<file path="src/hw/csm_regs_map.svh">
// register map, field positions, codes and timing figures of the charger status/mode bank
// assumes a 125 MHz register clock and byte addresses of four times the register index
`ifndef CSM_REGS_MAP_SVH
`define CSM_REGS_MAP_SVH

// register indices, byte address is index times four
`define CSM_IDX_STATUS 8'h15
`define CSM_IDX_MODE 8'h16
`define CSM_IDX_IRQ_STAT 8'h18
`define CSM_IDX_IRQ_MASK 8'h19
`define CSM_IDX_SHIFT 2

// reset values
`define CSM_MODE_RESET 8'h04
`define CSM_IRQ_RESET 8'h00
`define CSM_BYTE_ZERO 8'h00
`define CSM_STATUS_RESET 8'h20

// field positions
`define CSM_THERM_BIT 7
`define CSM_ZONE_MSB 6
`define CSM_ZONE_LSB 4
`define CSM_BYPASS_MSB 3
`define CSM_MODE_MSB 3
`define CSM_SPARE_MSB 7
`define CSM_SPARE_LSB 4
`define CSM_IRQ_BITS 6

// thermistor zone codes
`define CSM_ZONE_COLD 3'h0
`define CSM_ZONE_COOL 3'h1
`define CSM_ZONE_NORMAL 3'h2
`define CSM_ZONE_WARM 3'h3
`define CSM_ZONE_HOT 3'h4
`define CSM_ZONE_REMOVED 3'h5
`define CSM_ZONE_OFF 3'h6

// power-selection mode codes
`define CSM_MODE_BATT 4'h0
`define CSM_MODE_LIN 4'h1
`define CSM_MODE_BATT2 4'h2
`define CSM_MODE_BATT3 4'h3
`define CSM_MODE_BUCK 4'h4
`define CSM_MODE_CHG 4'h5
`define CSM_MODE_CHG2 4'h6
`define CSM_MODE_BUCK_LIN 4'h7
`define CSM_MODE_BOOST 4'h9
`define CSM_MODE_OTG 4'hA
`define CSM_MODE_OTG_E 4'hE
`define CSM_MODE_OTG_F 4'hF

// timing figures
`define CSM_CLK_NS 8.0
`define CSM_REV_HOLD_MS 37.5
`define CSM_BST_PERSIST_MS 30.0
`define CSM_NS_PER_MS 1.0E6

`endif

</file>
<file path="src/hw/csm_pkg.sv">
// types shared by the charger status/mode bank, its checker and its bench
// assumes the map header supplies every number
package csm_pkg;

    // analogue comparator levels arriving from the charger core
    typedef struct packed {
        logic junction_hot;       // above junction_limit_setting
        logic zone_cold;
        logic zone_cool;
        logic zone_warm;
        logic zone_hot;
        logic battery_removed;    // thermistor_pin open
        logic monitor_off;        // thermistor monitoring disabled
        logic reverse_switch_limit_hit;
        logic boost_limit_hit;
        logic buck_negative_limit_hit;
        logic boost_startup_done;
    } csm_sense_s;

    // converter and switch controls decoded from the mode field
    typedef struct packed {
        logic charger_en;
        logic reverse_out_en;
        logic buck_en;
        logic boost_en;
        logic battery_switch_on;
        logic battery_linear_chg;
        logic input_switch_on;
    } csm_conv_s;

    typedef logic [7:0] csm_byte_t;

endpackage

</file>
<file path="src/hw/csm_dwell_timer.sv">
// dwell counter: measures how long run_i has stayed high, saturating at LIMIT
// assumes run_i is already synchronous to clk_i
`timescale 1ns/1ps

module csm_dwell_timer #(
    parameter int unsigned LIMIT = 4,
    parameter bit START_FULL = 1'b0
) (
    input wire logic clk_i,    // register clock
    input wire logic reset_i,  // synchronous reset, high
    input wire logic run_i,    // count while high, clear while low
    output logic done_o        // high once LIMIT cycles elapsed
);
    localparam int unsigned CW = $clog2(LIMIT + 1);
    localparam logic [CW-1:0] FULL = CW'(LIMIT);
    localparam logic [CW-1:0] INIT = START_FULL ? FULL : '0;

    logic [CW-1:0] cnt_ff;
    logic [CW-1:0] nxt_cnt;

    // saturate so a long run never wraps back into a false short count
    assign nxt_cnt = !run_i ? '0 : (cnt_ff == FULL) ? FULL : cnt_ff + CW'(1);
    assign done_o = (cnt_ff == FULL);

    // count register
    always_ff @(posedge clk_i) begin
        if (reset_i) begin
            cnt_ff <= INIT;
        end else begin
            cnt_ff <= nxt_cnt;
        end
    end
endmodule // csm_dwell_timer

</file>
<file path="src/hw/csm_regs.sv">
// charger status and power-selection mode register bank with APB slave and interrupt
// assumes analogue status levels arrive asynchronously and are synchronised here,
// and that the bus master holds each request until it sees pready high; the
// status byte is live, so only the two latched bypass bits keep history
//
// The APB interface to the registers was left to the implementer.
`timescale 1ns/1ps
`include "csm_regs_map.svh"

module csm_regs #(
    parameter int unsigned ADDR_W = 12,
    parameter int unsigned REV_HOLD_CYC =
        $rtoi(`CSM_REV_HOLD_MS * `CSM_NS_PER_MS / `CSM_CLK_NS),
    parameter int unsigned BST_PERSIST_CYC =
        $rtoi($ceil(`CSM_BST_PERSIST_MS * `CSM_NS_PER_MS / `CSM_CLK_NS))
) (
    input wire logic clk_i,                  // register clock, 125 MHz
    input wire logic reset_i,                // synchronous reset, high
    input wire logic psel_i,                 // apb select
    input wire logic penable_i,              // apb access phase
    input wire logic pwrite_i,               // apb direction
    input wire logic [ADDR_W-1:0] paddr_i,   // apb byte address
    input wire logic [31:0] pwdata_i,        // apb write data
    input wire logic [3:0] pstrb_i,          // apb byte strobes
    output logic pready_o,                   // apb ready, zero wait
    output logic [31:0] prdata_o,            // apb read data
    output logic pslverr_o,                  // apb error on unmapped address
    input wire csm_pkg::csm_sense_s sense_i, // asynchronous analogue levels
    output csm_pkg::csm_conv_s conv_o,       // converter controls
    output logic irq_o                       // level interrupt
);
    import csm_pkg::*;

    // register byte addresses; any other word answers with an error
    localparam logic [ADDR_W-1:0] A_STATUS = ADDR_W'(`CSM_IDX_STATUS) << `CSM_IDX_SHIFT;
    localparam logic [ADDR_W-1:0] A_MODE = ADDR_W'(`CSM_IDX_MODE) << `CSM_IDX_SHIFT;
    localparam logic [ADDR_W-1:0] A_ISTAT = ADDR_W'(`CSM_IDX_IRQ_STAT) << `CSM_IDX_SHIFT;
    localparam logic [ADDR_W-1:0] A_IMASK = ADDR_W'(`CSM_IDX_IRQ_MASK) << `CSM_IDX_SHIFT;

    // mode field to converter controls; reserved codes park with only the
    // battery switch on, the least disruptive state for the system; each
    // branch except the buck-plus-linear one and the default names the converters it keeps off so the intent stays visible
    function automatic csm_conv_s conv_decode(input logic [3:0] m);
        csm_conv_s c;
        c = '0;
        c.battery_switch_on = 1'b1;
        case (m)
            `CSM_MODE_BATT, `CSM_MODE_BATT2, `CSM_MODE_BATT3: begin
                c.charger_en = 1'b0;
                c.reverse_out_en = 1'b0;
                c.buck_en = 1'b0;
                c.boost_en = 1'b0;
                c.battery_switch_on = 1'b1;
            end
            `CSM_MODE_LIN: begin
                c.charger_en = 1'b0;
                c.reverse_out_en = 1'b0;
                c.buck_en = 1'b0;
                c.boost_en = 1'b0;
                c.battery_linear_chg = 1'b1;
            end
            `CSM_MODE_BUCK: begin
                c.charger_en = 1'b0;
                c.reverse_out_en = 1'b0;
                c.boost_en = 1'b0;
                c.buck_en = 1'b1;
            end
            `CSM_MODE_CHG, `CSM_MODE_CHG2: begin
                c.reverse_out_en = 1'b0;
                c.boost_en = 1'b0;
                c.charger_en = 1'b1;
                c.buck_en = 1'b1;
            end
            `CSM_MODE_BUCK_LIN: begin
                c.charger_en = 1'b0;
                c.buck_en = 1'b1;
                c.battery_linear_chg = 1'b1;
            end
            `CSM_MODE_BOOST: begin
                c.charger_en = 1'b0;
                c.buck_en = 1'b0;
                c.reverse_out_en = 1'b0;
                c.boost_en = 1'b1;
                c.input_switch_on = 1'b0;
            end
            `CSM_MODE_OTG: begin
                c.charger_en = 1'b0;
                c.buck_en = 1'b0;
                c.boost_en = 1'b1;
                c.reverse_out_en = 1'b1;
                c.input_switch_on = 1'b1;
            end
            default: begin
                c.battery_switch_on = 1'b1;
            end
        endcase
        return c;
    endfunction

    // zone comparators to zone code; removal and disabled monitoring win
    // because the temperature comparators are meaningless in those cases
    function automatic logic [2:0] zone_encode(input csm_sense_s s);
        logic [2:0] z;
        z = `CSM_ZONE_NORMAL;
        if (s.monitor_off) begin
            z = `CSM_ZONE_OFF;
        end else if (s.battery_removed) begin
            z = `CSM_ZONE_REMOVED;
        end else if (s.zone_cold) begin
            z = `CSM_ZONE_COLD;
        end else if (s.zone_hot) begin
            z = `CSM_ZONE_HOT;
            // cool and warm trail the suspend zones, so the more severe report wins
        end else if (s.zone_cool) begin
            z = `CSM_ZONE_COOL;
        end else if (s.zone_warm) begin
            z = `CSM_ZONE_WARM;
        end
        return z;
    endfunction

    // state
    csm_sense_s sync1_ff;
    csm_sense_s sync2_ff;
    csm_byte_t mode_ff;
    csm_byte_t prdata_ff;
    csm_byte_t prev_status_ff;
    // latched bypass bits, released only by a status read
    logic rev_latch_ff;
    logic bck_latch_ff;
    logic [`CSM_IRQ_BITS-1:0] irq_stat_ff;
    logic [`CSM_IRQ_BITS-1:0] irq_mask_ff;
    logic irq_ff;
    csm_conv_s conv_ff;
    logic pslverr_ff;

    // next values
    csm_byte_t nxt_mode;
    csm_byte_t nxt_prdata;
    logic nxt_rev_latch;
    logic nxt_bck_latch;
    logic [`CSM_IRQ_BITS-1:0] nxt_irq_stat;
    logic [`CSM_IRQ_BITS-1:0] nxt_irq_mask;

    // bus decode
    wire setup_ph = psel_i & ~penable_i;
    wire access_ph = psel_i & penable_i;
    wire hit_status = (paddr_i == A_STATUS);
    wire hit_mode = (paddr_i == A_MODE);
    wire hit_istat = (paddr_i == A_ISTAT);
    wire hit_imask = (paddr_i == A_IMASK);
    wire mapped = hit_status | hit_mode | hit_istat | hit_imask;

    // writes land at the access edge, byte lane zero only; the status byte has
    // no write strobe, so a write there is dropped without an error
    wire wr_low = access_ph & pwrite_i & pstrb_i[0];
    wire wr_mode = wr_low & hit_mode;
    wire wr_istat = wr_low & hit_istat;
    wire wr_imask = wr_low & hit_imask;

    // a status read releases latched bits at the same access edge
    wire rd_status = access_ph & ~pwrite_i & hit_status;

    // flag sources from the synchronised analogue levels
    wire [3:0] mode_sel = mode_ff[`CSM_MODE_MSB:0];
    wire otg_mode = (mode_sel == `CSM_MODE_OTG) | (mode_sel == `CSM_MODE_OTG_E) |
                    (mode_sel == `CSM_MODE_OTG_F);
    wire rev_hit = sync2_ff.reverse_switch_limit_hit & otg_mode;
    wire bck_hit = sync2_ff.buck_negative_limit_hit;
    wire rev_hold_done;
    wire bst_persisted;

    // a hit restarts the hold window; the window lapses after the hold time
    csm_dwell_timer #(
        .LIMIT(REV_HOLD_CYC),
        .START_FULL(1'b1)
    ) u_rev_hold (
        .clk_i(clk_i),
        .reset_i(reset_i),
        .run_i(~rev_hit),
        .done_o(rev_hold_done)
    );

    // boost limit must persist without a break before it is reported
    csm_dwell_timer #(
        .LIMIT(BST_PERSIST_CYC),
        .START_FULL(1'b0)
    ) u_bst_persist (
        .clk_i(clk_i),
        .reset_i(reset_i),
        .run_i(sync2_ff.boost_limit_hit),
        .done_o(bst_persisted)
    );

    // bypass flag bits, each driven on its own so they combine freely
    wire bypass_b0 = rev_latch_ff | ~rev_hold_done;
    wire bypass_b1 = bst_persisted;
    wire bypass_b2 = bck_latch_ff;
    wire bypass_b3 = sync2_ff.boost_startup_done & (mode_sel == `CSM_MODE_BOOST);
    wire [3:0] bypass_flags = {bypass_b3, bypass_b2, bypass_b1, bypass_b0};

    // live status byte
    wire [2:0] zone_code = zone_encode(sync2_ff);
    wire csm_byte_t status_now = {sync2_ff.junction_hot, zone_code, bypass_flags};

    // latched bits: only bits that the host actually saw are released by the
    // read, so an event landing between capture and access is not lost
    wire clr_rev = rd_status & prdata_ff[0];
    wire clr_bck = rd_status & prdata_ff[2];
    assign nxt_rev_latch = rev_hit | (rev_latch_ff & ~clr_rev);
    assign nxt_bck_latch = bck_hit | (bck_latch_ff & ~clr_bck);

    // interrupt events: thermal flag rise, zone change, each bypass bit rise
    wire zone_changed = (status_now[`CSM_ZONE_MSB:`CSM_ZONE_LSB] !=
                         prev_status_ff[`CSM_ZONE_MSB:`CSM_ZONE_LSB]);
    wire therm_rise = status_now[`CSM_THERM_BIT] & ~prev_status_ff[`CSM_THERM_BIT];
    wire [3:0] bypass_rise = bypass_flags & ~prev_status_ff[`CSM_BYPASS_MSB:0];
    wire [`CSM_IRQ_BITS-1:0] irq_evt = {bypass_rise, zone_changed, therm_rise};

    // write one to clear, a coincident event keeps its bit
    assign nxt_irq_stat = irq_evt |
        (irq_stat_ff & ~(wr_istat ? pwdata_i[`CSM_IRQ_BITS-1:0] : '0));
    assign nxt_irq_mask = wr_imask ? pwdata_i[`CSM_IRQ_BITS-1:0] : irq_mask_ff;

    // mode register keeps the spare bits as plain storage
    assign nxt_mode = wr_mode ? pwdata_i[7:0] : mode_ff;

    // interrupt registers widened to the byte; the unused top bits read zero
    wire csm_byte_t rd_istat = csm_byte_t'(irq_stat_ff);
    wire csm_byte_t rd_imask = csm_byte_t'(irq_mask_ff);
    wire csm_byte_t rd_byte = hit_status ? status_now :
                              hit_mode ? mode_ff :
                              hit_istat ? rd_istat :
                              hit_imask ? rd_imask : `CSM_BYTE_ZERO;

    // read mux, captured in the setup phase so the answer is a flop; a flag
    // that rises during the access is left for the next read, not cleared
    // unseen
    assign nxt_prdata = setup_ph ? rd_byte : prdata_ff;

    // bus answers: always ready, error only for unmapped addresses
    assign pready_o = 1'b1;
    assign pslverr_o = pslverr_ff & access_ph;
    assign prdata_o = {24'h000000, prdata_ff};
    assign conv_o = conv_ff;
    assign irq_o = irq_ff;

    // two-stage synchroniser for the analogue levels; each bit is caught on
    // its own, so two comparators that move together may show a cycle apart
    always_ff @(posedge clk_i) begin
        if (reset_i) begin
            sync1_ff <= '0;
            sync2_ff <= '0;
        end else begin
            sync1_ff <= sense_i;
            sync2_ff <= sync1_ff;
        end
    end

    // software registers and latched flags
    always_ff @(posedge clk_i) begin
        if (reset_i) begin
            mode_ff <= `CSM_MODE_RESET;
            rev_latch_ff <= 1'b0;
            bck_latch_ff <= 1'b0;
            irq_mask_ff <= '0;
        end else begin
            mode_ff <= nxt_mode;
            rev_latch_ff <= nxt_rev_latch;
            bck_latch_ff <= nxt_bck_latch;
            irq_mask_ff <= nxt_irq_mask;
        end
    end

    // bus read path
    always_ff @(posedge clk_i) begin
        if (reset_i) begin
            prdata_ff <= `CSM_BYTE_ZERO;
            pslverr_ff <= 1'b0;
        end else begin
            prdata_ff <= nxt_prdata;
            pslverr_ff <= setup_ph ? ~mapped : pslverr_ff;
        end
    end

    // interrupt status and edge memory; the memory starts at the idle status
    // byte, so leaving reset does not look like a zone change
    always_ff @(posedge clk_i) begin
        if (reset_i) begin
            irq_stat_ff <= '0;
            prev_status_ff <= `CSM_STATUS_RESET;
        end else begin
            irq_stat_ff <= nxt_irq_stat;
            prev_status_ff <= status_now;
        end
    end

    // registered outputs; the controls follow a mode write one edge later
    always_ff @(posedge clk_i) begin
        if (reset_i) begin
            irq_ff <= 1'b0;
            conv_ff <= conv_decode(`CSM_MODE_BUCK);
        end else begin
            irq_ff <= |(irq_stat_ff & irq_mask_ff);
            conv_ff <= conv_decode(mode_sel);
        end
    end
endmodule // csm_regs

</file>
<file path="config.mk">
export PLATFORM = sky130hd
export DESIGN_NAME = csm_regs
export DESIGN_NICKNAME = d
export VERILOG_FILES = /design/src/hw/csm_pkg.sv /design/src/hw/csm_dwell_timer.sv /design/src/hw/csm_regs.sv
export VERILOG_INCLUDE_DIRS = /design/src /design/src/hw
export SDC_FILE = /design/constraint.sdc
export NUM_CORES = 1
export LEC_CHECK = 0
export ABC_AREA = 0
export ABC_CLOCK_PERIOD_IN_PS = 3400
export BUFFER_PORTS_ARGS = -buffer_cell sky130_fd_sc_hd__buf_2
export CAP_MARGIN = 20
export CORE_AREA = 2 2 147 149
export DETAILED_ROUTE_END_ITERATION = 10
export DIE_AREA = 0 0 149 151
export PLACE_DENSITY = 0.38
export SLEW_MARGIN = 20
export SYNTH_ARGS = -nofsm -noshare
export SYNTH_HDL_FRONTEND = slang
export SYNTH_HIERARCHICAL = 1
export SYNTH_SLANG_ARGS = --single-unit
export TNS_END_PERCENT = 50
</file>
<file path="constraint.sdc">
create_clock -name clk_i -period 3.4 [get_ports clk_i]
set_clock_uncertainty 0.05 [all_clocks]
set_input_delay 0.68 -clock clk_i [delete_from_list [all_inputs] [get_ports clk_i]]
set_output_delay 0.68 -clock clk_i [all_outputs]
set_load 0.005 [all_outputs]
</file>
* After elaboration in Yosys (flattened, before gate mapping) *
Index checks and enable logic that the tools add are counted.

word-level totals
  memory bits (read-only) = 0
  input port bits = 64
  memories kept = 0
  register bits after elaboration = 113
  latch bits = 0
  memory bits (writable) = 0
  word-level logic and storage cells = 125
  output and inout port bits = 42

cells by class
  multipliers = 0
  shifts and indexed selects = 0
  div/mod/pow operators = 0
  $lt $le $gt $ge = 0
  $add $sub $neg = 2
  equal/unequal tests = 16
  reductions and logical operators = 8
  bitwise gates (word level) = 39
  mux-type cells = 19

operators by type and width
  kind                                                  count
  equality test 12 x 7 -> 1 bit, second input constant  4
  two-way mux 23 bit                                    2
  adder 23 x 1 -> 23 bit, second input constant         1
  equality test 23 bit, second input constant           1
  adder 22 x 1 -> 22 bit, second input constant         1
  equality test 22 bit, second input constant           1
  two-way mux 22 bit                                    1
  two-way mux 6 bit                                     3
  bitwise AND 1 bit                                     17
  equality test 4 x 3 -> 1 bit, second input constant   4
  equality test 4 bit, second input constant            4
  two-way mux 8 bit                                     2
  bitwise AND 6 bit                                     2
  two-way mux 3 bit                                     4
  inverter 1 bit                                        8
  OR 1 bit                                              8
  OR reduction 2 bit                                    4
  two-way mux 1 bit                                     6
  inverter 6 bit                                        1
  OR 6 bit                                              1
  OR reduction 3 bit                                    2
  OR reduction 6 bit                                    1
  bitwise AND 4 bit                                     1
  equality test 4 x 1 -> 1 bit, second input constant   1
  4 further kinds                                       4

* Longest topological paths before layout *
Gate-level depths: netlist of the first run.

  depth in word-level cells = 8
  mapped depth = 8
  mapped depth without buffers = 8

* Hierarchy *
The synthesis of the first run kept the hierarchy.

modules (own cells, without submodules)
  module                           cells each  area an instance (um2)  seq. area each (um2)  times used
  csm_regs                         312         2855.2                  1341.3                1
  csm_dwell_timer (u_rev_hold)     137         1163.6                  460.4                 1
  csm_dwell_timer (u_bst_persist)  127         1096.1                  440.4                 1

* Worst setup path before layout of the first run *
OpenSTA, ideal clock, no wires.

  path type = input to register
  from = in paddr_i[9]
  to = reg mode_ff[2]
  buffers on the path = 0
  setup time = 0.120 ns
  data required time = 3.230 ns
  setup slack = 1.157 ns
  cell stages on the path = 5
  data arrival time = 2.073 ns
  path through = nor4_4 > nand2_4 > nor4_4 > nor2b_1 > a211o_1

on the way
  cells in the longest elaborated chain, start to end = 2

ends and longest elaborated chain
  what                           RTL line         source
  start: declaration             csm_regs.sv:22   input wire logic [ADDR_W-1:0] paddr_i,
  equality test 12 x 7 -> 1 bit  csm_regs.sv:149  wire hit_mode = (paddr_i == A_MODE);
  bitwise AND 1 bit              csm_regs.sv:157  wire wr_mode = wr_low & hit_mode;
  end signal: assignment         csm_regs.sv:263  mode_ff <= `CSM_MODE_RESET;
  end signal: assignment         csm_regs.sv:268  mode_ff <= nxt_mode;
  end: declaration               csm_regs.sv:125  csm_byte_t mode_ff;

No other way between the ends.
A chain may end at the register's enable or synchronous reset.

* Worst setup path after layout of the first run *
Same ends and word-level chain as after synthesis.

==> results of run 1 <==
-- report_power, final --
part           internal, mW  switching, mW
combinational        0.0442         0.0725
clock                 0.595          0.548
sequential             1.33        0.00970
-- placed cells by master, fill, tap and decap left out, drive strengths merged, types with 9 or more instances in the layout --
cell type / count
or4: 9
nand3: 20
dfxtp: 112
xor2: 13
nor4: 11
conb: 26
inv: 27
clkbuf: 9
xnor2: 18
nand2: 32
nand4: 16
a21oi: 29
o21ai: 20
nor2: 66
nand2b: 9
nor2b: 33
buf: 58
mux2i: 16
nor3: 10
-- logic make-up after synthesis --
group,count (synthesis),share of synthesized area (%)
adder cells (fa/ha/maj),4,0.979
other,2,0.147
buffers and inverters,71,7.63
XOR/XNOR,31,5.31
AO/OA/AOI/OAI,92,11.5
flip-flops,112,43.8
multiplexers,16,3.13
AND/OR/NAND/NOR,248,27.5
-- per-stage QoR --
stage | power [mW] | hold slack (ns)
after floorplan | 1.46 | 0.361
after global placement | 1.49 | 0.374
after detailed placement | 1.49 | 0.374
after CTS | 2.64 | 0.386
after global routing | 2.71 | 0.398
final | 2.60 | 0.381
-- synthesized netlist by cell type, types with 5 or more instances --
cell type  count  area, µm²
a21oi_1       29        145
a22oi_1        6       45.0
buf_4         28        210
clkbuf_1      14       52.6
dfxtp_1      112       2240
inv_1         22       82.6
mux2i_1       16        160
nand2_1       31        116
nand2b_1       9       56.3
nand3_1       19       95.1
nand4_1       15       93.8
nor2_1        66        248
nor2b_1       33        206
nor3_1         9       45.0
nor4_1         9       56.3
nor4b_1        5       43.8
o21ai_0       20        100
o22ai_1        6       37.5
o31ai_1        5       37.5
or3_1          6       37.5
or4_1          8       60.1
xnor2_1       18        158
xor2_1        13        114
-- sequential cells by signal (all words and copies together), names as in the netlist, 6 cells and up --
| signal | flops |
|---|---|
| irq_mask_ff | 6 |
| irq_stat_ff | 6 |
| mode_ff | 8 |
| prdata_ff | 8 |
| prev_status_ff | 8 |
| sync1_ff | 11 |
| sync2_ff | 9 |
| u_bst_persist/cnt_ff | 22 |
| u_rev_hold/cnt_ff | 23 |
-- worst max path at each step --
stage	startpoint	to	slack, ns	cells past startpoint
2_1_floorplan	paddr_i[9]	mode_ff[2]	1.16	5
3_3_place_gp	paddr_i[9]	prdata_ff[1]	0.71	6
3_5_place_dp	paddr_i[9]	prdata_ff[2]	0.73	6
4_1_cts	paddr_i[9]	prdata_ff[2]	1.11	6
5_1_grt	paddr_i[2]	irq_mask_ff[0]	0.90	6
6_report	paddr_i[9]	mode_ff[2]	1.15	7
-- critical path: stages --
cell and delay, ns:
buf_2 0.11, nor4_4 0.44, nand2_4 0.15, nor4_4 0.52, buf_4 0.25, nor2b_1 0.05
a211o_1 0.25
-- layer usage --
metal / routed length (µm) / track usage (%)
met1: 6580 / 16.3
met2: 5470 / 17.5
met3: 376 / 1.96
met4: 211 / 4.57
met5: 0 / 0
-- layout make-up --
cell class	instances	share of cell area, %
multi-input combinational	417	43.9
sequential	112	38.2
tap	275	5.87
timing repair buffer	58	5.21
clock buffer	9	3.84
clock inverter	7	1.58
inverter	22	1.41
==> out/metrics.yaml, run 1 <==
grt:
  grt.overflow.total: 0
  antenna_found_initial: 0
  grt_max_degree: 70
  grt_pass1_wl_um: 20300
  grt_pass1_vias: 3932
  grt.total_usage_pct: 11.5
drt:
  route.vias.total: 4113
  first_iter_violations: 212
  wl_um: 12600
  ant_nets: 0
  viasPerCell: 4.57
  routedWlPerCell_um: 14.0
  drc: 0
  firstDrtPassIters: 5
die:
  die_x_um: 149
  coreArea_um2: 20800
  chipHeight_um: 151
  dieArea_um2: 22500
  row_count: 53
  ioPinCount: 106
  initial_core_util_pct: 24.6
critical_path:
  reg2reg_slack_ns: 1.38
  rr_worst_depth: 4
  critPathLaunchType: "primary input"
  required_ns: 3.60
  timing.rr.end: "u_bst_persist/cnt_ff[10]"
  worstReg2RegStart: "u_bst_persist/cnt_ff[10]"
  worstSetupPathType: "primary input to register"
  worstPathArrival_ns: 2.45
  end_kind: "register"
  crit_path_max_fanout: 7
placement:
  placed_cell_area_um2: 5550
  dp_cells: 884
  place.gp.congestion: 0.866
  hpwlAfterDp_um: 9300
  place_ws_ns: 0.728
  portBuffers: 52
worst_hold_path:
  worstHoldPathType: "register to register"
  min_path_cells: 2
  holdPathEnd: "bck_latch_ff"
  hold_start: "bck_hit"
final_layout:
  nFillCells: 2235
  multi_input_area_um2: 2570
  seqCellArea_um2: 2240
  nNetsFinal: 688
  stdcell_area_um2: 5860
  n_antenna_cell: 0
  final_core_util_pct: 28.2
  syn_to_final_growth_pct: 14.7
  fin_cells: 900
  layout-drive-gt1-share_pct: 15.5
cts:
  post-cts-setup-buffer-count: 0
  cts.htree.levels: 3
  cts_tree: "built"
  clkTransAtPathRegs_ns: 0.08
  clk_root_buffer_cell: "clkbuf_16"
  postCtsResizedCells: 0
  clock_sinks: 112
  hold_buffers: 0
  worstSkewPairLatency_ns: 0.36
  numCtsBuffers: 9
  cts_buffer_depth: 2
timing:
  max_freq_ghz: 0.444
  fin_setup_tns_ns: 0
  post-route-min-period_ns: 2.25
  fin_crit_sh_pct: 66.3
  final_max_slew_viol_count: 0
  rsz0062_at_grt: "false"
  hold_viol: 0
  worst_pin_slew_ns: 0.752
  setup_viol: 0
  slew_headroom_pct: 49.8
  timing.final.ws_setup_ns: 1.15
run:
  maxCapViolations: 0
power_and_ir_drop:
  leakagePower_nw: 2.04
  ir_drop_mv: 0.226
  p_per_area_nw_per_um2: 443
logic_synthesis:
  syn_avg_cell_area_um2: 8.88
  yosysWarnings: 6
  ys_seq_area_share_pct: 43.8
  synthArstFlopShare_pct: 0
  postSynthCellCount: 576
  ys_types: 65
  synth-main-ff-cell: "dfxtp_1"
  synth_edf_count: 0
  synth_area_um2: 5110
  ys_seq_elements: 112
outcome:
  outcome: "completed"
(Power assumes the default switching activity.)
==> inputs of run 2 (changes only) <==
ABC_CLOCK_PERIOD_IN_PS = 2400   (was 3400)
clock period = 2.4 ns   (was 3.4 ns; I/O delays follow)
==> out/metrics.yaml, run 2 (same netlist as run 1, synthesis figures left out) <==
outcome:
  outcome: "completed"
cts:
  cts_tree: "built"
  post-cts-setup-buffer-count: 0
  numCtsBuffers: 9
  clk_root_buffer_cell: "clkbuf_16"
  hold_buffers: 0
  cts_buffer_depth: 2
  cts.htree.levels: 3
  clock_sinks: 112
  clkTransAtPathRegs_ns: 0.09
  worstSkewPairLatency_ns: 0.36
  postCtsResizedCells: 0
grt:
  grt_max_degree: 53
  grt.overflow.total: 0
  grt.total_usage_pct: 11.9
  grt_pass1_wl_um: 20700
  antenna_found_initial: 0
  grt_pass1_vias: 3961
critical_path:
  worstPathArrival_ns: 2.27
  crit_path_max_fanout: 6
  critPathLaunchType: "register"
  worstSetupPathType: "register to register"
  required_ns: 2.65
  end_kind: "register"
power_and_ir_drop:
  p_per_area_nw_per_um2: 612
  p_sw_mw: 0.935
  p_sw_share_pct: 25.6
  seq_power_share_pct: 52.1
  clkPwrFrac_pct: 43.1
  ir_drop_mv: 0.356
  finalPower_mw: 3.65
  leakagePower_nw: 2.10
  p_int_mw: 2.71
  combinationalPowerShare_pct: 4.8
timing:
  final_max_slew_viol_count: 0
  max_freq_ghz: 0.495
  slew_headroom_pct: 61.3
  setup_viol: 0
  worst_pin_slew_ns: 0.575
  fin_crit_sh_pct: 84.1
  post-route-min-period_ns: 2.02
  rsz0062_at_grt: "false"
  fin_setup_tns_ns: 0
  hold_viol: 0
drt:
  viasPerCell: 4.55
  route.vias.total: 4148
  ant_nets: 0
  routedWlPerCell_um: 14.1
  firstDrtPassIters: 5
  first_iter_violations: 282
  drc: 0
  wl_um: 12800
final_layout:
  multi_input_area_um2: 2570
  largest_reg_flops: 23
  nFillCells: 2245
  reg.largest.list: "u_rev_hold/cnt_ff (23), u_bst_persist/cnt_ff (22), sync1_ff (11)"
  seqCellArea_um2: 2240
  layout-drive-gt1-share_pct: 17.1
  regMostFlops: "u_rev_hold/cnt_ff"
  mostFrequentLayoutCell: "dfxtp_1"
  n_antenna_cell: 0
  fin_cells: 912
  nNetsFinal: 700
  syn_to_final_growth_pct: 16.6
  layout_common_cells: "112 x dfxtp_1, 66 x nor2_1, 52 x buf_2"
placement:
  hpwlAfterDp_um: 9520
  place.gp.congestion: 0.833
  portBuffers: 52
  dp_cells: 896
run:
  maxCapViolations: 0
die:
  die_x_um: 149
  coreArea_um2: 20800
  row_count: 53
  ioPinCount: 106
  initial_core_util_pct: 24.6
  dieArea_um2: 22500
  chipHeight_um: 151
worst_hold_path:
  worstHoldPathType: "primary input to register"
==> run 2: cell count changes in the layout (fill, tap and decap cells not counted) <==
cell / before / now
bufinv_16: 1 / 0
inv_6: 4 / 0
buf_12: 0 / 1
clkinv_8: 1 / 3
clkinv_4: 0 / 1
inv_8: 1 / 3
buf_4: 6 / 17
==> run 2: routing by layer <==
layer  track usage (%)  vias to the layer above  part of all wire (%)
li1                  -                     2081                     -
met1              16.7                     1954                    49
met2              18.0                      101                    45
met3              1.93                       12                   4.3
met4              5.14                        0                   1.7
met5                 0                        -                     0
==> run 2: through the flow <==
stage	hold slack, ns	instance area (µm²)	setup slack, ns	util (%)
after floorplan	0.361	5200	0.357	-
after global placement	0.373	5650	0.130	27.1
after detailed placement	0.373	5650	0.0701	27.1
after CTS	0.249	5970	0.368	28.7
after global routing	0.254	5970	0.292	28.7
final	0.264	5970	0.381	28.7
==> run 2: power groups by stage <==
stage	registers, mW	clock network [mW]	logic, mW
3_3_place_gp	1.94	0	0.176
3_5_place_dp	1.94	0	0.176
5_1_grt	1.90	1.71	0.197
6_report	1.90	1.57	0.175
2_1_floorplan	1.94	0	0.128
4_1_cts	1.90	1.63	0.177
==> run 2: layout make-up <==
class                           instances  share of cell area, %
Timing Repair Buffer                   70                   6.84
Clock buffer                            9                   3.78
Sequential cell                       112                   37.6
Tap cell                              275                   5.77
Inverter                               22                   1.38
Clock inverter                          7                   1.53
Multi-Input combinational cell        417                   43.1
==> run 2: final timing paths <==
path,cells past startpoint,startpoint,slack [ns],endpoint
worst max-delay path,5,u_bst_persist/cnt_ff[3],0.38,prdata_ff[1]
worst min-delay path,2,sense_i[3],0.26,sync1_ff[3]
worst max register to register,5,u_bst_persist/cnt_ff[3],0.38,prdata_ff[1]
worst min register to register,2,bck_hit,0.39,bck_latch_ff
==> run 2: worst max-delay path, cell delays in order (launching register included) <==
cell and delay, ns:
dfxtp_1 0.36, or4_1 0.51, or4b_4 0.55, nor2_1 0.25, o21ai_0 0.13, a21oi_1 0.11
